===== src/include/pts_defs.svh =====
// Register offsets, reset values, wrap limits and message codes of the
// time clock and stamp selection block.
// Assumes a 32-bit register port with byte offsets and the pts_pkg types.
`ifndef PTS_DEFS_SVH
`define PTS_DEFS_SVH
`define PTS_OFF_CTRL 8'h00
`define PTS_OFF_STEP 8'h04
`define PTS_OFF_ADDEND 8'h08
`define PTS_OFF_SEC 8'h0c
`define PTS_OFF_SUB 8'h10
`define PTS_OFF_ACC 8'h14
`define PTS_OFF_TSEC 8'h18
`define PTS_OFF_TSUB 8'h1c
`define PTS_CFG_W 12
`define PTS_CTRL_RST 12'h000
`define PTS_STEP_RST 32'h00000000
`define PTS_ADDEND_RST 32'h00000000
`define PTS_NS_LIMIT 32'h3ba9c9ff
`define PTS_BIN_LIMIT 32'h7fffffff
`define PTS_MT_SYNC 4'h0
`define PTS_MT_DREQ 4'h1
`define PTS_MT_PREQ 4'h2
`define PTS_MT_PRESP 4'h3
`define PTS_MT_FUP 4'h8
`define PTS_MT_DRESP 4'h9
`define PTS_VER_1 4'h1
`define PTS_VER_2 4'h2
`endif


===== src/include/pts_pkg.sv =====
// Types shared by the time clock and stamp selection block.
// Assumes nothing beyond a SystemVerilog compiler.
package pts_pkg;
  typedef enum logic [3:0] {
    PTS_SEL_DEFAULT_FOUR = 4'h0,
    PTS_SEL_SYNC = 4'h1,
    PTS_SEL_DELAY_REQUEST = 4'h2,
    PTS_SEL_EVERY_MESSAGE = 4'h3,
    PTS_SEL_SYNC_PEER = 4'h4,
    PTS_SEL_DELAY_PEER = 4'h5,
    PTS_SEL_SYNC_DELAY = 4'h6,
    PTS_SEL_PEER_ONLY = 4'h7,
    PTS_SEL_NONE = 4'hf
  } pts_sel_t;

  typedef enum logic [1:0] {
    PTS_ENC_OTHER = 2'h0,
    PTS_ENC_UDP_V4 = 2'h1,
    PTS_ENC_UDP_V6 = 2'h2,
    PTS_ENC_RAW = 2'h3
  } pts_encap_t;

  // Control word, most significant field first.
  typedef struct packed {
    logic stampEveryRxFrame;
    logic acceptRawFrames;
    logic acceptUdpV6;
    logic acceptUdpV4;
    pts_sel_t stampSel;
    logic ptpAddrFilterOn;
    logic ptpFormatV2;
    logic nanosecondWrapSelect;
    logic fineUpdateSelect;
  } pts_cfg_t;

  typedef struct packed {
    logic valid;
    logic isPtp;
    pts_encap_t encap;
    logic [3:0] msgType;
    logic [3:0] version;
    logic dstMatch;
  } pts_frame_t;

  typedef struct packed {
    logic [31:0] sec;
    logic [31:0] sub;
  } pts_time_t;

  typedef struct packed {
    logic [31:0] acc;
    logic tick;
  } pts_acc_st_t;

  typedef struct packed {
    logic stamp;
    logic drop;
  } pts_flt_st_t;

  typedef struct packed {
    pts_cfg_t cfg;
    logic [31:0] subsecondStep;
    logic [31:0] addendValue;
    pts_time_t now;
    pts_time_t stamp;
    logic [31:0] rdData;
  } pts_main_st_t;
endpackage


===== src/pts_addend_acc.sv =====
// Fine-mode addend accumulator; flags each carry out as a one-cycle tick.
// Assumes the addend comes from a register on the same clock.
`timescale 1ns/1ps
`include "pts_defs.svh"
module pts_addend_acc import pts_pkg::*; (
  input wire logic clk,
  input wire logic sys_rst,
  input wire logic enable,
  input wire logic [31:0] addendValue,
  output logic carryTick,
  output logic [31:0] accValue
);
  pts_acc_st_t st_r, st_nxt;
  logic [32:0] accSum;

  // The sum keeps its low word, so the remainder carries into the next tick.
  always_comb begin
    st_nxt = st_r;
    accSum = {1'b0, st_r.acc} + {1'b0, addendValue};
    st_nxt.tick = 1'b0;
    if (enable) begin
      st_nxt.acc = accSum[31:0];
      st_nxt.tick = accSum[32];
    end
  end

  always_ff @(posedge clk) begin
    if (sys_rst) begin
      st_r <= '0;
    end else begin
      st_r <= st_nxt;
    end
  end

  assign carryTick = st_r.tick;
  assign accValue = st_r.acc;
endmodule


===== src/pts_stamp_filter.sv =====
// Decides per received frame whether it is stamped or discarded.
// Assumes the frame descriptor comes from the MAC parser on the same clock.
`timescale 1ns/1ps
`include "pts_defs.svh"
module pts_stamp_filter import pts_pkg::*; (
  input wire logic clk,
  input wire logic sys_rst,
  input pts_cfg_t cfg,
  input pts_frame_t frame,
  output logic stampPulse,
  output logic dropPulse
);
  pts_flt_st_t st_r, st_nxt;
  logic encOk, fmtOk, ptpOk, addrOk, four;

  // Message set lookup; unused select codes stamp nothing.
  function automatic logic msgSelected(input pts_sel_t sel,
                                       input logic [3:0] mt);
    logic sync, dreq, peer;
    sync = mt == `PTS_MT_SYNC;
    dreq = mt == `PTS_MT_DREQ;
    peer = mt == `PTS_MT_PREQ || mt == `PTS_MT_PRESP;
    case (sel)
      PTS_SEL_DEFAULT_FOUR: msgSelected = sync || dreq ||
        mt == `PTS_MT_FUP || mt == `PTS_MT_DRESP;
      PTS_SEL_SYNC: msgSelected = sync;
      PTS_SEL_DELAY_REQUEST: msgSelected = dreq;
      PTS_SEL_EVERY_MESSAGE: msgSelected = 1'b1;
      PTS_SEL_SYNC_PEER: msgSelected = sync || peer;
      PTS_SEL_DELAY_PEER: msgSelected = dreq || peer;
      PTS_SEL_SYNC_DELAY: msgSelected = dreq;
      PTS_SEL_PEER_ONLY: msgSelected = peer;
      default: msgSelected = 1'b0;
    endcase
  endfunction

  // Classify the frame, then register the verdict.
  always_comb begin
    st_nxt = st_r;
    unique case (frame.encap)
      PTS_ENC_UDP_V4: encOk = cfg.acceptUdpV4;
      PTS_ENC_UDP_V6: encOk = cfg.acceptUdpV6;
      PTS_ENC_RAW: encOk = cfg.acceptRawFrames;
      PTS_ENC_OTHER: encOk = 1'b0;
    endcase
    fmtOk = frame.version == (cfg.ptpFormatV2 ? `PTS_VER_2 : `PTS_VER_1);
    ptpOk = frame.valid && frame.isPtp && encOk && fmtOk;
    addrOk = !cfg.ptpAddrFilterOn || frame.dstMatch;
    four = msgSelected(PTS_SEL_DEFAULT_FOUR, frame.msgType);
    if (cfg.stampEveryRxFrame && cfg.stampSel == PTS_SEL_NONE) begin
      st_nxt.stamp = ptpOk && addrOk && four;
    end else if (cfg.stampEveryRxFrame) begin
      st_nxt.stamp = frame.valid;
    end else begin
      st_nxt.stamp = ptpOk && addrOk &&
        msgSelected(cfg.stampSel, frame.msgType);
    end
    // A frame that is stamped in every-frame mode is never also discarded.
    st_nxt.drop = ptpOk && !addrOk &&
      !(cfg.stampEveryRxFrame && cfg.stampSel != PTS_SEL_NONE);
  end

  always_ff @(posedge clk) begin
    if (sys_rst) begin
      st_r <= '0;
    end else begin
      st_r <= st_nxt;
    end
  end

  assign stampPulse = st_r.stamp;
  assign dropPulse = st_r.drop;
endmodule


===== src/pts_time_clock.sv =====
// Top of the time clock: register port, seconds and subseconds counter,
// fine-mode accumulator and per-frame stamp selection.
// Assumes a register master and a MAC frame parser on the same clock.
//
// Local design decisions: the placing of the registers and the plain strobed port.
`timescale 1ns/1ps
`include "pts_defs.svh"
module pts_time_clock import pts_pkg::*; (
  input wire logic clk,
  input wire logic sys_rst,
  input wire logic [7:0] regAddr,
  input wire logic [31:0] regWrData,
  input wire logic regWrStb,
  input wire logic regRdStb,
  output logic [31:0] regRdData,
  input pts_frame_t rxFrame,
  output pts_time_t timeNow,
  output pts_time_t stampTime,
  output logic stampPulse,
  output logic dropPulse
);
  pts_main_st_t st_r, st_nxt;

  logic accTick;
  logic [31:0] accValue;
  logic advance;
  logic [31:0] wrapLimit;
  logic [32:0] stepSum;
  logic timeWr;

  // Adds the step and folds the sum back under the wrap limit.
  // Bit 32 of the result marks a wrap, which carries into the seconds.
  // The excess over the limit is kept rather than dropped, so a step
  // that does not divide the second evenly keeps no long-term error.
  function automatic logic [32:0] wrapAdd(input logic [31:0] sub,
                                          input logic [31:0] step,
                                          input logic [31:0] lim);
    logic [32:0] sum;
    sum = {1'b0, sub} + {1'b0, step};
    if (sum > {1'b0, lim}) begin
      sum = {1'b1, 32'(sum - {1'b0, lim} - 33'h1)};
    end
    return sum;
  endfunction

  // The accumulator only runs in fine mode.
  pts_addend_acc u_acc (
    .clk(clk),
    .sys_rst(sys_rst),
    .enable(st_r.cfg.fineUpdateSelect),
    .addendValue(st_r.addendValue),
    .carryTick(accTick),
    .accValue(accValue)
  );

  // Frame verdicts come out one cycle after the descriptor.
  pts_stamp_filter u_filter (
    .clk(clk),
    .sys_rst(sys_rst),
    .cfg(st_r.cfg),
    .frame(rxFrame),
    .stampPulse(stampPulse),
    .dropPulse(dropPulse)
  );

  // A software write of either time word takes over that word's advance; the other word still advances.
  assign timeWr = regWrStb &&
    (regAddr == `PTS_OFF_SEC || regAddr == `PTS_OFF_SUB);

  // The tick source and wrap limit follow the live configuration.
  always_comb begin
    if (st_r.cfg.fineUpdateSelect) begin
      advance = accTick;
    end else begin
      advance = 1'b1;
    end
    if (st_r.cfg.nanosecondWrapSelect) begin
      wrapLimit = `PTS_NS_LIMIT;
    end else begin
      wrapLimit = `PTS_BIN_LIMIT;
    end
    stepSum = wrapAdd(st_r.now.sub, st_r.subsecondStep, wrapLimit);
  end

  // Next state: time advance, frame capture, register writes and reads.
  always_comb begin
    st_nxt = st_r;
    st_nxt.rdData = 32'h00000000;

    // Advance by the step on each tick.
    if (advance) begin
      st_nxt.now.sub = stepSum[31:0];
      if (stepSum[32]) begin
        st_nxt.now.sec = st_r.now.sec + 32'h00000001;
      end
    end

    // The time of every described frame is held until the next one.
    if (rxFrame.valid) begin
      st_nxt.stamp = st_r.now;
    end

    // Writes. The addend may change at any time; the accumulator
    // simply uses the new value from the next clock on.
    if (regWrStb) begin
      case (regAddr)
        `PTS_OFF_CTRL: begin
          st_nxt.cfg = pts_cfg_t'(regWrData[`PTS_CFG_W-1:0]);
        end
        `PTS_OFF_STEP: begin
          st_nxt.subsecondStep = regWrData;
        end
        `PTS_OFF_ADDEND: begin
          st_nxt.addendValue = regWrData;
        end
        `PTS_OFF_SEC: begin
          st_nxt.now.sec = regWrData;
        end
        `PTS_OFF_SUB: begin
          // An out-of-range value loads zero, so the wrap stays exact.
          if (regWrData > wrapLimit) begin
            st_nxt.now.sub = 32'h00000000;
          end else begin
            st_nxt.now.sub = regWrData;
          end
        end
        default: begin
        end
      endcase
    end

    // Reads answer in the next cycle only; unmapped offsets read zero.
    if (regRdStb) begin
      case (regAddr)
        `PTS_OFF_CTRL: begin
          st_nxt.rdData = {20'h00000, st_r.cfg};
        end
        `PTS_OFF_STEP: begin
          st_nxt.rdData = st_r.subsecondStep;
        end
        `PTS_OFF_ADDEND: begin
          st_nxt.rdData = st_r.addendValue;
        end
        `PTS_OFF_SEC: begin
          st_nxt.rdData = st_r.now.sec;
        end
        `PTS_OFF_SUB: begin
          st_nxt.rdData = st_r.now.sub;
        end
        `PTS_OFF_ACC: begin
          st_nxt.rdData = accValue;
        end
        `PTS_OFF_TSEC: begin
          st_nxt.rdData = st_r.stamp.sec;
        end
        `PTS_OFF_TSUB: begin
          st_nxt.rdData = st_r.stamp.sub;
        end
        default: begin
          st_nxt.rdData = 32'h00000000;
        end
      endcase
    end
  end

  // This module's state lives in one register; reset clears the time and stops
  // the clock, since a zero step does not move it.
  always_ff @(posedge clk) begin
    if (sys_rst) begin
      st_r <= '0;
      st_r.cfg <= pts_cfg_t'(`PTS_CTRL_RST);
      st_r.cfg.stampSel <= PTS_SEL_DEFAULT_FOUR;
      st_r.subsecondStep <= `PTS_STEP_RST;
      st_r.addendValue <= `PTS_ADDEND_RST;
    end else begin
      st_r <= st_nxt;
    end
  end

  assign regRdData = st_r.rdData;
  assign timeNow = st_r.now;
  assign stampTime = st_r.stamp;
endmodule


===== config.mk =====
export PLATFORM = sky130hd
export DESIGN_NAME = pts_time_clock
export DESIGN_NICKNAME = d
export VERILOG_FILES = /design/src/include/pts_pkg.sv /design/src/pts_addend_acc.sv /design/src/pts_stamp_filter.sv /design/src/pts_time_clock.sv
export VERILOG_INCLUDE_DIRS = /design/src /design/src/include
export SDC_FILE = /design/constraint.sdc
export NUM_CORES = 1
export LEC_CHECK = 0
export BUFFER_PORTS_ARGS = -buffer_cell sky130_fd_sc_hd__buf_2
export CAP_MARGIN = 20
export CORE_AREA = 2 2 203 354
export CTS_CLUSTER_DIAMETER = 30
export DETAILED_ROUTE_END_ITERATION = 10
export DIE_AREA = 0 0 205 356
export GPL_TIMING_DRIVEN = 0
export PLACE_DENSITY = 0.4
export SYNTH_ARGS = -nofsm -noshare
export SYNTH_HDL_FRONTEND = slang
export SYNTH_SLANG_ARGS = --single-unit

===== constraint.sdc =====
create_clock -name clk -period 9.7 [get_ports clk]
set_clock_uncertainty 0.1 [all_clocks]
set_input_delay 0 -clock clk [delete_from_list [all_inputs] [get_ports clk]]
set_output_delay 0 -clock clk [all_outputs]
set_load 0.05 [all_outputs]

==> results of run 1 <==
==> Yosys cell counts, drive strengths merged (5+ instances only) <==
master	number
dfxtp	271
nand2	247
nor2	202
buf	183
a21oi	172
mux2i	105
clkbuf	100
ha	85
a22oi	83
o21ai	74
xnor2	64
nor3	43
a211oi	41
nand3	33
a21o	31
a31oi	29
inv	29
nand2b	26
or3	24
xor2	24
nand4	23
a2111oi	20
and2	20
and3	19
a222oi	12
a41oi	12
nor4	12
a311oi	10
nor2b	10
o211ai	10
o21a	10
o22ai	10
mux2	9
nor3b	6
o2111ai	6
o21bai	6
a211o	5
and4	5
nand3b	5
==> power breakdown <==
part | internal (W) | switching (W)
Sequential | 0.00113 | 0.0000388
Combinational | 0.000117 | 0.000266
Clock | 0.00117 | 0.000681
Total | 0.00242 | 0.000986
==> final cells by class <==
| class | instances | area, um2 |
|---|---|---|
| buffer | 283 | 1700 |
| clock buffer | 55 | 1310 |
| clock inverter | 34 | 429 |
| fill | 7715 | 48500 |
| inverter | 29 | 109 |
| multi-input combinational | 1545 | 10200 |
| sequential | 271 | 5430 |
| tap | 917 | 1150 |
| timing repair buffer | 260 | 1570 |
==> worst register-to-register path, cell delays in order, from the launching register on <==
cell	delay [ps]
sky130_fd_sc_hd__dfxtp_1	470
sky130_fd_sc_hd__ha_1	250
sky130_fd_sc_hd__inv_1	70
sky130_fd_sc_hd__fa_1	400
sky130_fd_sc_hd__nand2b_1	190
sky130_fd_sc_hd__a21oi_1	260
sky130_fd_sc_hd__o2111ai_1	350
sky130_fd_sc_hd__o21ai_1	390
sky130_fd_sc_hd__nor2_1	100
sky130_fd_sc_hd__o21a_1	240
sky130_fd_sc_hd__o21bai_1	140
sky130_fd_sc_hd__a21oi_1	100
sky130_fd_sc_hd__xnor2_1	170
sky130_fd_sc_hd__ha_1	290
sky130_fd_sc_hd__inv_1	70
sky130_fd_sc_hd__a2111oi_4	470
sky130_fd_sc_hd__nand4_1	390
sky130_fd_sc_hd__nor4_1	480
sky130_fd_sc_hd__nor4b_2	420
sky130_fd_sc_hd__o41a_1	190
sky130_fd_sc_hd__buf_6	180
sky130_fd_sc_hd__buf_6	210
sky130_fd_sc_hd__buf_2	350
sky130_fd_sc_hd__nor2_1	90
sky130_fd_sc_hd__a21oi_1	280
sky130_fd_sc_hd__o21ai_0	120
==> sequential cells by signal, indices dropped and copies added, names as in the netlist <==
name                 cells
st_r                    76
stampTime               64
timeNow                 64
regRdData               32
u_acc.accValue          32
u_acc.carryTick          1
u_filter.dropPulse       1
u_filter.stampPulse      1
==> metrics by stage <==
stage / hold slack, ps / power, W / cells / worst slack (ps) / cell area [um2]
after floorplan: 29.0 / 0.00139 / 2128 / 4610 / 17400
after global placement: 244 / 0.00156 / 3259 / 2870 / 19600
after detailed placement: 252 / 0.00156 / 3266 / 2830 / 19700
after CTS: 48.4 / 0.00342 / 3394 / 2810 / 21900
after global routing: 81.3 / 0.00348 / 3394 / 2550 / 21900
final: 64.0 / 0.00340 / 3394 / 2810 / 21900
==> logic make-up (layout without fill, tap and decap cells) <==
| family | after synthesis | in the layout |
|---|---|---|
| AOI/OAI and AO/OA | 563 | 563 |
| xor gates and xnor gates | 88 | 88 |
| and+or+nand+nor | 692 | 692 |
| DFF | 271 | 271 |
| buffers and inverters | 312 | 661 |
| adders and majority gates | 88 | 88 |
| muxes | 114 | 114 |
==> metal layers <==
layer  share of wire, %  global-route usage (%)  wire length [um]
met2                 53                    45.4             47000
met4                5.7                    12.3              5100
met1                 37                    25.9             33100
met5                  0                       0                 0
met3                4.3                    2.09              3860
==> worst max-delay path by stage <==
stage                                      from                      to  slack [ps]  cells past startpoint
final                     timeNow[0]$_SDFF_PP0_  timeNow[22]$_SDFF_PP0_        2810                     25
after global routing      timeNow[0]$_SDFF_PP0_  timeNow[22]$_SDFF_PP0_        2550                     25
after CTS                 timeNow[0]$_SDFF_PP0_  timeNow[22]$_SDFF_PP0_        2810                     25
after detailed placement  timeNow[0]$_SDFF_PP0_  timeNow[22]$_SDFF_PP0_        2830                     25
after global placement    timeNow[0]$_SDFF_PP0_  timeNow[22]$_SDFF_PP0_        2870                     25
after floorplan           timeNow[7]$_SDFF_PP0_  timeNow[24]$_SDFF_PP0_        4610                     20
==> qor.csv, run 1 <==
stage;metric;value;unit
synth;fraction of the mapped netlist area in compound gates;21.9;%
min_path;Worst Hold Path EP;regRdData[1]$_SDFF_PP0_;
pwr;worst vdd rail ir drop;126;uV
worst_setup_path;required time of the worst setup path;10070;ps
sta;Fmax;0.145;GHz
drt;Routed WL per cell;26.2;um
cells_and_area;Inserted Diodes;0;
worst_setup_path;reg2reg start;timeNow[0]$_SDFF_PP0_;
global_routing;vias in the first global route;17800;
sta;transition time at the pin with the least slew margin;1110;ps
pwr;P per Cell Area;156;nW/um2
sta;final count of hold timing violations;0;
synth;xor/xnor cell area share of the yosys netlist;4.43;%
synth;sequential fraction of the synthesis area;31.2;%
job;max-cap violation count;0;
synth;area share of the leading cell type in the synthesized netlist;31.2;%
synth;number of instances in the synthesized netlist;2128;
worst_setup_path;critical path buffer and inverter count;5;
sta;minimum clock period;6890;ps
worst_setup_path;Critical Path End Type;flip-flop;
cells_and_area;layout cell share with drive strength beyond 1;21.3;%
worst_setup_path;delay of the slowest critical-path stage;480;ps
drt;number of nets with antenna violations after detailed routing;0;
clock_tree;Bufs on Longest Clock Path;3;
place;hpwl dp;71500;um
worst_setup_path;top cell family by delay on the critical path;compound AO/OA/AOI/OAI gates;
pwr;Leak;9.04;nW
synth;number of nets produced by synthesis;2273;
cells_and_area;share of the core filled with cells;31.1;%
drt;per-cell via count in the routed design;5.23;
sta;total count of max-transition violations in the final report;0;
synth;area fraction in and, or, nand and nor cells after synthesis;19.0;%
min_path;cell depth of the worst hold path;4;
synth;Synth Area in Adders;6.46;%
synth;average size of a mapped cell;8.17;um2
global_routing;pin count of the biggest net entering global routing;16;
worst_setup_path;cell depth of the worst flop-to-flop path;25;
place;number of buffers inserted by port buffering;214;
floorplan;width of the die;205;um
cells_and_area;Layout area overhead;25.7;%
worst_setup_path;kind of critical path;reg -> reg;
drt;DRC Markers;0;
synth;synthesis warning total;0;
clock_tree;hold buffer count at cts;39;
drt;count of TritonRoute iterations in the first routing pass;7;
synth;number of synthesized register bits;271;
sta;Worst slew margin;25.5;%
synth;number of flops mapped to enable cells by yosys;0;
clock_tree;H-Tree Depth;2;
worst_setup_path;WP data arrival;7260;ps
global_routing;GRT overflow;0;
synth;largest cells by area after synthesis;sky130_fd_sc_hd__dfxtp_1 (31%), sky130_fd_sc_hd__buf_4 (7.0%), sky130_fd_sc_hd__ha_1 (6.1%), sky130_fd_sc_hd__mux2i_1 (6.0%), sky130_fd_sc_hd__nand2_1 (5.3%);
drt;Routed Wire Length;89100;um
worst_setup_path;maximum fanout along the worst path;10;
floorplan;die area;73000;um2
global_routing;first-pass GRT wire length;125000;um
worst_setup_path;cell seen most often among critical-path stages;sky130_fd_sc_hd__a21oi_1;
synth;area leader, netlist;sky130_fd_sc_hd__dfxtp_1;
sta;Finish-stage setup viols;0;
min_path;startpoint of the worst hold path;regAddr[5];
cells_and_area;commonest non-fill, non-tap cell in the layout;sky130_fd_sc_hd__dfxtp_1;
floorplan;die outline height;356;um
clock_tree;TritonCTS clock tree;built;
place;weighted congestion reported at the end of routability-driven placement;0.910;
sta;period utilisation layout;71.0;%
cells_and_area;leading cell types in the layout, fill and taps excluded;sky130_fd_sc_hd__dfxtp_1 (271), sky130_fd_sc_hd__nand2_1 (247), sky130_fd_sc_hd__buf_2 (222), sky130_fd_sc_hd__nor2_1 (201), sky130_fd_sc_hd__a21oi_1 (171);
drt;count of vias placed by the detailed router;17700;
clock_tree;cts bufs inserted;48;
worst_setup_path;element type at the critical path start;flip-flop;
drt;count of routing violations after the opening detailed-route iteration;1512;
clock_tree;setup fix buffers added after clock tree synthesis;0;
floorplan;number of I/O pins;219;
worst_setup_path;Worst path slowest cell;sky130_fd_sc_hd__nor4_1;
sta;accumulated negative setup slack;0;ps
cells_and_area;net count of the finished layout;2583;
synth;Yosys cell types;85;
floorplan;starting density of the core;24.7;%
min_path;path type of the worst min-delay path;in -> reg;
sta;unrepaired setup endpoints after global routing;no;
run_status;status;finished, final reports clean;
global_routing;number of antenna violations at the first check in global routing;1;
clock_tree;Gates resized, CTS repair;0;
floorplan;core area;70400;um2
synth;total standard cell area after synthesis;17400;um2
worst_setup_path;slack of the worst reg-to-reg path;2810;ps
clock_tree;clock tree root buffer cell;sky130_fd_sc_hd__clkbuf_16;
worst_setup_path;Worst R2R End;timeNow[22]$_SDFF_PP0_;
floorplan;number of core rows;129;
synth;mux contribution to synthesized area;6.63;%
synth;Primary FF master, synth;sky130_fd_sc_hd__dfxtp_1;
synth;Async SR Flop Fraction;0;%
clock_tree;clock transition time at the flip-flop clock pins of the worst setup and hold paths;60;ps
clock_tree;number of clock sinks;271;
clock_tree;clock network latency to the later pin of the worst-skew pair;600;ps
global_routing;total track usage;23.9;%
synth;dominant combinational cell family by area after synthesis;compound AO/OA/AOI/OAI gates;
(Power assumes the default switching activity.)
==> run 2: changes to the inputs <==
--- a/config.mk
+++ b/config.mk
@@ -13,7 +13,7 @@
 export DETAILED_ROUTE_END_ITERATION = 10
 export DIE_AREA = 0 0 205 356
 export GPL_TIMING_DRIVEN = 0
-export PLACE_DENSITY = 0.4
+export PLACE_DENSITY = 0.41
 export SYNTH_ARGS = -nofsm -noshare
 export SYNTH_HDL_FRONTEND = slang
 export SYNTH_SLANG_ARGS = --single-unit
==> constraint.sdc (replaced) <==
create_clock -name clk -period 6.02 [get_ports clk]
set_clock_uncertainty 0.1 [all_clocks]
set_input_delay 0 -clock clk [delete_from_list [all_inputs] [get_ports clk]]
set_output_delay 0 -clock clk [all_outputs]
set_load 0.05 [all_outputs]
==> run 2 against run 1 <==
  * Design area rose by 0.53%
  * First-iteration DRC count rose by 4.6%
  * Largest cell class unchanged
  * Fmax rose by 18%
  * Sequential share of layout area fell by 0.063 points
  * Utilization rose by 0.17 points
  * Worst setup slack got worse by 2600 ps
  * Register-to-register slack got worse by 2600 ps
  * Total power rose by 57%
  * Die area did not move
  * Sequential cell count did not move
  * Combinational power rose by 69%
==> qor.csv, run 2 (synthesized netlist as in run 1, its figures left out) <==
stage;metric;value;unit;change
global_routing;number of antenna violations at the first check in global routing;2;;+1
clock_tree;TritonCTS clock tree;built;;
clock_tree;Bufs on Longest Clock Path;3;;unchanged
drt;count of TritonRoute iterations in the first routing pass;8;;+1
pwr;worst vdd rail ir drop;195;uV;+55%
sta;minimum clock period;5820;ps;-1070 ps
sta;Fmax;0.172;GHz;+18%
clock_tree;cts bufs inserted;45;;-6.3%
pwr;P per Cell Area;244;nW/um2;+57%
clock_tree;clock tree root buffer cell;sky130_fd_sc_hd__clkbuf_16;;
clock_tree;number of clock sinks;271;;unchanged
place;number of buffers inserted by port buffering;214;;unchanged
cells_and_area;share of the core filled with cells;31.2;%;+0.17 points
sta;Worst slew margin;19.1;%;-6.4 points
worst_setup_path;element type at the critical path start;flip-flop;;
floorplan;number of I/O pins;219;;unchanged
cells_and_area;layout cell share with drive strength beyond 1;22.5;%;+1.3 points
global_routing;first-pass GRT wire length;124000;um;-1.2%
place;hpwl dp;70600;um;-1.3%
worst_setup_path;kind of critical path;reg -> reg;;
sta;final count of hold timing violations;0;;unchanged
run_status;status;finished, final reports clean;;
global_routing;total track usage;23.5;%;-0.41 points
sta;transition time at the pin with the least slew margin;1210;ps;+102 ps
place;post-placement worst setup slack;-735;ps;-3570 ps
floorplan;die outline height;356;um;unchanged
drt;DRC Markers;0;;unchanged
drt;count of routing violations after the opening detailed-route iteration;1581;;+4.6%
drt;number of nets with antenna violations after detailed routing;0;;unchanged
clock_tree;clock network latency to the later pin of the worst-skew pair;580;ps;-20 ps
cells_and_area;commonest non-fill, non-tap cell in the layout;sky130_fd_sc_hd__dfxtp_1;;
job;max-cap violation count;0;;unchanged
cells_and_area;leading cell types in the layout, fill and taps excluded;sky130_fd_sc_hd__dfxtp_1 (261), sky130_fd_sc_hd__nand2_1 (247), sky130_fd_sc_hd__buf_2 (220), sky130_fd_sc_hd__nor2_1 (201), sky130_fd_sc_hd__a21oi_1 (169);;
min_path;path type of the worst min-delay path;in -> reg;;
floorplan;width of the die;205;um;unchanged
place;weighted congestion reported at the end of routability-driven placement;0.924;;+1.5%
drt;Routed Wire Length;87700;um;-1.6%
global_routing;vias in the first global route;17900;;+0.59%
global_routing;pin count of the biggest net entering global routing;14;;-2
pwr;post-layout total power;0.00535;W;+57%
cells_and_area;net count of the finished layout;2585;;+0.077%
drt;count of vias placed by the detailed router;17700;;-0.12%
drt;per-cell via count in the routed design;5.22;;-0.12%
sta;smallest setup slack after layout;196;ps;-2610 ps
drt;Routed WL per cell;25.8;um;-1.6%
sta;accumulated negative setup slack;0;ps;unchanged
sta;period utilisation layout;96.7;%;+26 points
clock_tree;H-Tree Depth;2;;unchanged
sta;Finish-stage setup viols;0;;unchanged
worst_setup_path;WP data arrival;6180;ps;-1080 ps
floorplan;die area;73000;um2;unchanged
pwr;Leak;9.08;nW;+0.47%
cells_and_area;Layout area overhead;26.3;%;
worst_setup_path;maximum fanout along the worst path;9;;-1
floorplan;core area;70400;um2;unchanged
floorplan;number of core rows;129;;unchanged
cells_and_area;max FFs per register;76;;unchanged
cells_and_area;register containing the most flip-flops in the final layout;st_r;;
floorplan;starting density of the core;24.7;%;unchanged
worst_setup_path;required time of the worst setup path;6380;ps;-3690 ps
sta;total count of max-transition violations in the final report;0;;unchanged
global_routing;GRT overflow;0;;unchanged
worst_setup_path;Critical Path End Type;flip-flop;;
clock_tree;clock transition time at the flip-flop clock pins of the worst setup and hold paths;70;ps;about the same
cells_and_area;total of fill cells in the finished design;7700;;-0.19%
## run 2: cell count changes in the layout (fill, tap and decap cells not counted), moves of 3 or more
cell | before | now
sky130_fd_sc_hd__a31oi_1 | 29 | 26
sky130_fd_sc_hd__dfxtp_2 | 0 | 9
sky130_fd_sc_hd__clkinv_2 | 6 | 3
sky130_fd_sc_hd__clkbuf_16 | 50 | 47
sky130_fd_sc_hd__a2111oi_2 | 4 | 7
sky130_fd_sc_hd__ha_1 | 85 | 81
sky130_fd_sc_hd__dfxtp_1 | 271 | 261
sky130_fd_sc_hd__a2111oi_0 | 12 | 7
sky130_fd_sc_hd__buf_4 | 162 | 167
sky130_fd_sc_hd__ha_2 | 0 | 3
## run 2: area by class of cell
cell class	count	area, um2	area share (%)
buffer	283	1710	7.77
sequential	271	5440	24.8
timing repair buffer	265	1590	7.23
tap	917	1150	5.22
clock inverter	32	409	1.86
multi-input combinational	1545	10400	47.1
antenna	1	2.50	0.0114
clock buffer	51	1210	5.51
inverter	29	109	0.495
## run 2: per-stage QoR
step           hold slack, ps  cells  area, um2
5_1_grt                   107   3393      22000
3_3_place_gp              232   3259      19600
6_report                 73.0   3394      22000
2_1_floorplan            29.0   2128      17400
3_5_place_dp              228   3262      19700
4_1_cts                  38.0   3390      21800
## run 2: what timing repair did
action / CTS / global route
endpoints found under the setup margin: 54 / 53
buffers inserted: 5 / 2
hold buffers: 40 / 0
pin swaps: 4 / 6
gates resized for setup: 16 / 34
endpoints found under the hold margin: 142 / 0
## run 2: worst max-delay path, cell delays in order (launching register included)
cell                        delay, ps
sky130_fd_sc_hd__dfxtp_1          560
sky130_fd_sc_hd__ha_1             370
sky130_fd_sc_hd__and4_1           310
sky130_fd_sc_hd__a221o_1          370
sky130_fd_sc_hd__a211o_2          360
sky130_fd_sc_hd__a21o_1           260
sky130_fd_sc_hd__o41a_1           400
sky130_fd_sc_hd__o21a_1           200
sky130_fd_sc_hd__nor2_1           130
sky130_fd_sc_hd__xnor2_1          140
sky130_fd_sc_hd__ha_1             360
sky130_fd_sc_hd__inv_1             90
sky130_fd_sc_hd__a2111oi_4        270
sky130_fd_sc_hd__a31oi_2          210
sky130_fd_sc_hd__o41a_1           470
sky130_fd_sc_hd__buf_6            170
sky130_fd_sc_hd__or3_1            370
sky130_fd_sc_hd__xnor2_1          160
sky130_fd_sc_hd__a2111oi_2        370
## run 2: final timing paths
check                         start                 endpoint  slack, ps  cells past startpoint
max          timeNow[10]$_SDFF_PP0_   timeNow[24]$_SDFF_PP0_        200                     18
min                      regAddr[5]  regRdData[0]$_SDFF_PP0_         70                      4
max reg2reg  timeNow[10]$_SDFF_PP0_   timeNow[24]$_SDFF_PP0_        200                     18
min reg2reg  st_r[168]$_SDFFE_PP0P_   st_r[168]$_SDFFE_PP0P_        380                      2
## run 2: power by group
| part | internal (W) | switching, W |
|---|---|---|
| logic | 0.000211 | 0.000438 |
| registers | 0.00182 | 0.0000636 |
| clock network | 0.00174 | 0.00108 |
## run 2: per-layer routing
| metal | global-route usage, % | share of wire, % | vias to the layer above |
|---|---|---|---|
| li1 | - | - | 8193 |
| met1 | 25.5 | 37 | 8629 |
| met2 | 43.6 | 52 | 656 |
| met3 | 2.39 | 4.5 | 242 |
| met4 | 13.7 | 6.5 | 0 |
| met5 | 0 | 0 | - |
==> run 3: changes to the inputs <==
--- a/config.mk
+++ b/config.mk
@@ -8,12 +8,12 @@
 export LEC_CHECK = 0
 export BUFFER_PORTS_ARGS = -buffer_cell sky130_fd_sc_hd__buf_2
 export CAP_MARGIN = 20
-export CORE_AREA = 2 2 203 354
+export CORE_AREA = 2 2 139 243
 export CTS_CLUSTER_DIAMETER = 30
 export DETAILED_ROUTE_END_ITERATION = 10
-export DIE_AREA = 0 0 205 356
+export DIE_AREA = 0 0 141 245
 export GPL_TIMING_DRIVEN = 0
-export PLACE_DENSITY = 0.41
+export PLACE_DENSITY = 0.76
 export SYNTH_ARGS = -nofsm -noshare
 export SYNTH_HDL_FRONTEND = slang
 export SYNTH_SLANG_ARGS = --single-unit
==> run 3 against run 2 <==
  * Utilization is 33 points higher
  * Worst setup slack worse by 53 ps
  * Register-to-register slack worse by 50 ps
  * Count of clock-buffer cells in the layout is 5 lower
  * Largest cell class unchanged
  * Fmax is 0.90% lower
  * Die area is 53% lower
  * Wire length is 18% lower
  * Sequential power hardly changed
==> qor.csv, run 3 (synthesized netlist as in run 1, its figures left out) <==
stage;metric;value;unit;change
pwr;switching part of the total;27.8;%;-1.7 points
sta;transition time at the pin with the least slew margin;1240;ps;+26.6 ps
cells_and_area;net count of the finished layout;2575;;-0.39%
global_routing;number of antenna violations at the first check in global routing;1;;-1
global_routing;GRT overflow;0;;unchanged
pwr;post-layout total power;0.00494;W;-7.6%
pwr;worst vdd rail ir drop;200;uV;+2.6%
place;number of buffers inserted by port buffering;214;;unchanged
floorplan;die area;34500;um2;-53%
global_routing;first-pass GRT wire length;105000;um;-15%
clock_tree;clock tree root buffer cell;sky130_fd_sc_hd__clkbuf_16;;
worst_setup_path;Critical Path End Type;flip-flop;;
global_routing;most used routing layer;met2;;
sta;Finish-stage setup viols;0;;unchanged
sta;final count of hold timing violations;0;;unchanged
floorplan;width of the die;141;um;-31%
min_path;path type of the worst min-delay path;in -> reg;;
sta;period utilisation layout;97.6;%;+0.87 points
cells_and_area;layout cell share with drive strength beyond 1;21.5;%;-1.0 points
worst_setup_path;WP data arrival;6190;ps;about the same
worst_setup_path;cell depth of the worst flop-to-flop path;20;;+2
worst_setup_path;kind of critical path;reg -> reg;;
pwr;design internal power;0.00357;W;-5.3%
cells_and_area;Layout area overhead;20.8;%;
job;max-cap violation count;0;;unchanged
drt;count of TritonRoute iterations in the first routing pass;7;;-1
drt;per-cell via count in the routed design;6.38;;+22%
worst_setup_path;maximum fanout along the worst path;9;;unchanged
pwr;Leak;8.93;nW;-1.7%
floorplan;core area;32700;um2;-54%
pwr;combinational cell fraction of total power;12.0;%;about the same
worst_setup_path;Worst R2R End;timeNow[24]$_SDFF_PP0_;;
clock_tree;number of clock sinks;271;;unchanged
cells_and_area;Cell Count, Final, Fillers Out;2865;;-16%
pwr;P per Cell Area;235;nW/um2;-3.4%
drt;number of nets with antenna violations after detailed routing;0;;unchanged
global_routing;pin count of the biggest net entering global routing;24;;+10
drt;count of routing violations after the opening detailed-route iteration;1897;;+20%
pwr;Net Sw Power;0.00138;W;-13%
cells_and_area;total of fill cells in the finished design;2863;;-63%
global_routing;vias in the first global route;17900;;+0.0056%
worst_setup_path;element type at the critical path start;flip-flop;;
sta;total count of max-transition violations in the final report;0;;unchanged
sta;Worst slew margin;17.2;%;-1.9 points
place;weighted congestion reported at the end of routability-driven placement;1.02;;+9.9%
pwr;power share of the sequential group;38.0;%;+2.9 points
drt;Routed Wire Length;72100;um;-18%
floorplan;die outline height;245;um;-31%
floorplan;starting density of the core;53.2;%;+28 points
run_status;status;finished, final reports clean;;
clock_tree;TritonCTS clock tree;built;;
sta;minimum clock period;5880;ps;+52.6 ps
min_path;startpoint of the worst hold path;rxFrame[12];;
worst_setup_path;required time of the worst setup path;6330;ps;-50 ps
place;Post-Place Cells;2748;;-16%
floorplan;number of I/O pins;219;;unchanged
global_routing;met1 Use GR;42.6;%;+17 points
cells_and_area;max FFs per register;76;;unchanged
drt;DRC Markers;0;;unchanged
global_routing;total track usage;40.4;%;+17 points
clock_tree;clock network latency to the later pin of the worst-skew pair;550;ps;-30 ps
worst_setup_path;reg2reg start;timeNow[3]$_SDFF_PP0_;;
drt;count of vias placed by the detailed router;18300;;+3.1%
drt;Routed WL per cell;25.2;um;-2.6%
sta;Fmax;0.170;GHz;-0.90%
pwr;share of power burned in the clock network;50.0;%;-2.7 points
cells_and_area;register containing the most flip-flops in the final layout;st_r;;
worst_setup_path;worst-path cell chain;ha_1 -> o211ai_1 -> a21oi_2 -> buf_4 -> o2111a_2 -> a211o_1 -> a21o_1 -> o41a_1 -> o21a_1 -> nor2_1 -> xnor2_1 -> ha_1 -> inv_1 -> a2111oi_2 -> a31oi_1 -> o41a_1 -> buf_6 -> or3_1 -> xnor2_1 -> a2111oi_0;;
min_path;cell depth of the worst hold path;4;;unchanged
cells_and_area;leading cell types in the layout, fill and taps excluded;sky130_fd_sc_hd__dfxtp_1 (265), sky130_fd_sc_hd__nand2_1 (247), sky130_fd_sc_hd__buf_2 (221), sky130_fd_sc_hd__nor2_1 (201), sky130_fd_sc_hd__a21oi_1 (169);;
cells_and_area;commonest non-fill, non-tap cell in the layout;sky130_fd_sc_hd__dfxtp_1;;
global_routing;GR Layer Usage met3;7.92;%;+5.5 points
min_path;Worst Hold Path EP;stampTime[19]$_SDFFE_PP0P_;;
worst_setup_path;slack of the worst reg-to-reg path;140;ps;-50 ps
clock_tree;Bufs on Longest Clock Path;3;;unchanged
worst_setup_path;Worst path slowest cell;sky130_fd_sc_hd__dfxtp_1;;
floorplan;number of core rows;88;;-32%
clock_tree;H-Tree Depth;2;;unchanged
clock_tree;cts bufs inserted;38;;-16%
global_routing;GR met2 Demand/Resource;69.5;%;+26 points
clock_tree;clock transition time at the flip-flop clock pins of the worst setup and hold paths;60;ps;about the same
worst_setup_path;delay of the slowest critical-path stage;510;ps;-50 ps
place;hpwl dp;55900;um;-21%
[run 3: worst max-delay path by stage]
stage,endpoint,startpoint,cells past startpoint,slack [ps]
finish,timeNow[24]$_SDFF_PP0_,timeNow[3]$_SDFF_PP0_,20,140
floorplan,timeNow[24]$_SDFF_PP0_,timeNow[7]$_SDFF_PP0_,20,930
global placement,timeNow[22]$_SDFF_PP0_,timeNow[0]$_SDFF_PP0_,25,-570
detailed placement,timeNow[22]$_SDFF_PP0_,timeNow[0]$_SDFF_PP0_,25,-580
CTS,timeNow[24]$_SDFF_PP0_,timeNow[7]$_SDFF_PP0_,20,40
global route,timeNow[24]$_SDFF_PP0_,timeNow[0]$_SDFF_PP0_,23,-1
[run 3: area by class of cell]
cell class              instances  area (um2)  share of cell area [%]
flip-flops and latches        271        5440                    25.9
well taps                     405         507                    2.41
repair buffers                263        1570                    7.48
multi-input cells            1545       10300                    49.1
inverters                      29         109                   0.518
clock inverters                23         343                    1.63
plain buffers                 282        1690                    8.06
clock buffers                  46        1040                    4.96
diodes                          1        2.50                  0.0119
[run 3: metal layers]
layer  routed length [um]  part of all wire (%)  up-vias
li1                     -                     -     8134
met1                23600                    33     8545
met2                34600                    48     1201
met3                 6710                   9.3      398
met4                 7140                   9.9        0
met5                    0                     0        -
[run 3: metrics by stage]
stage	cell area [um2]	worst slack, ps	utilization [%]	hold WS (ps)	setup TNS [ps]
2_1_floorplan	17400	934	-	29.0	0
3_3_place_gp	19000	-569	58.0	202	-11710
3_5_place_dp	19000	-580	58.0	215	-14160
4_1_cts	20800	38.5	63.7	151	0
5_1_grt	21000	-1.36	64.3	189	-1.36
6_report	21000	143	64.3	186	0
[run 3: power groups by stage]
stage          registers [W]  logic, W  clock network [W]
2_1_floorplan        0.00188  0.000358                  0
3_3_place_gp         0.00191  0.000539                  0
3_5_place_dp         0.00191  0.000544                  0
4_1_cts              0.00187  0.000578            0.00246
5_1_grt              0.00187  0.000616            0.00254
6_report             0.00188  0.000593            0.00247
[run 3: repair_timing]
item | CTS | global route
resized for setup | 7 | 25
hold buffers | 40 | 0
setup buffers | 4 | 2
hold endpoints to repair | 143 | 0
endpoints found under the setup margin | 54 | 53
pin swaps | 5 | 7
[run 3: worst max-delay path: cells and delay by family (launching register included)]
kind	cells	cell delay [ps]
DFF	1	510
buffers and inverters	3	380
AOI/OAI and AO/OA	11	3280
and+or+nand+nor	2	480
xor gates and xnor gates	2	270
adders and majority gates	2	720
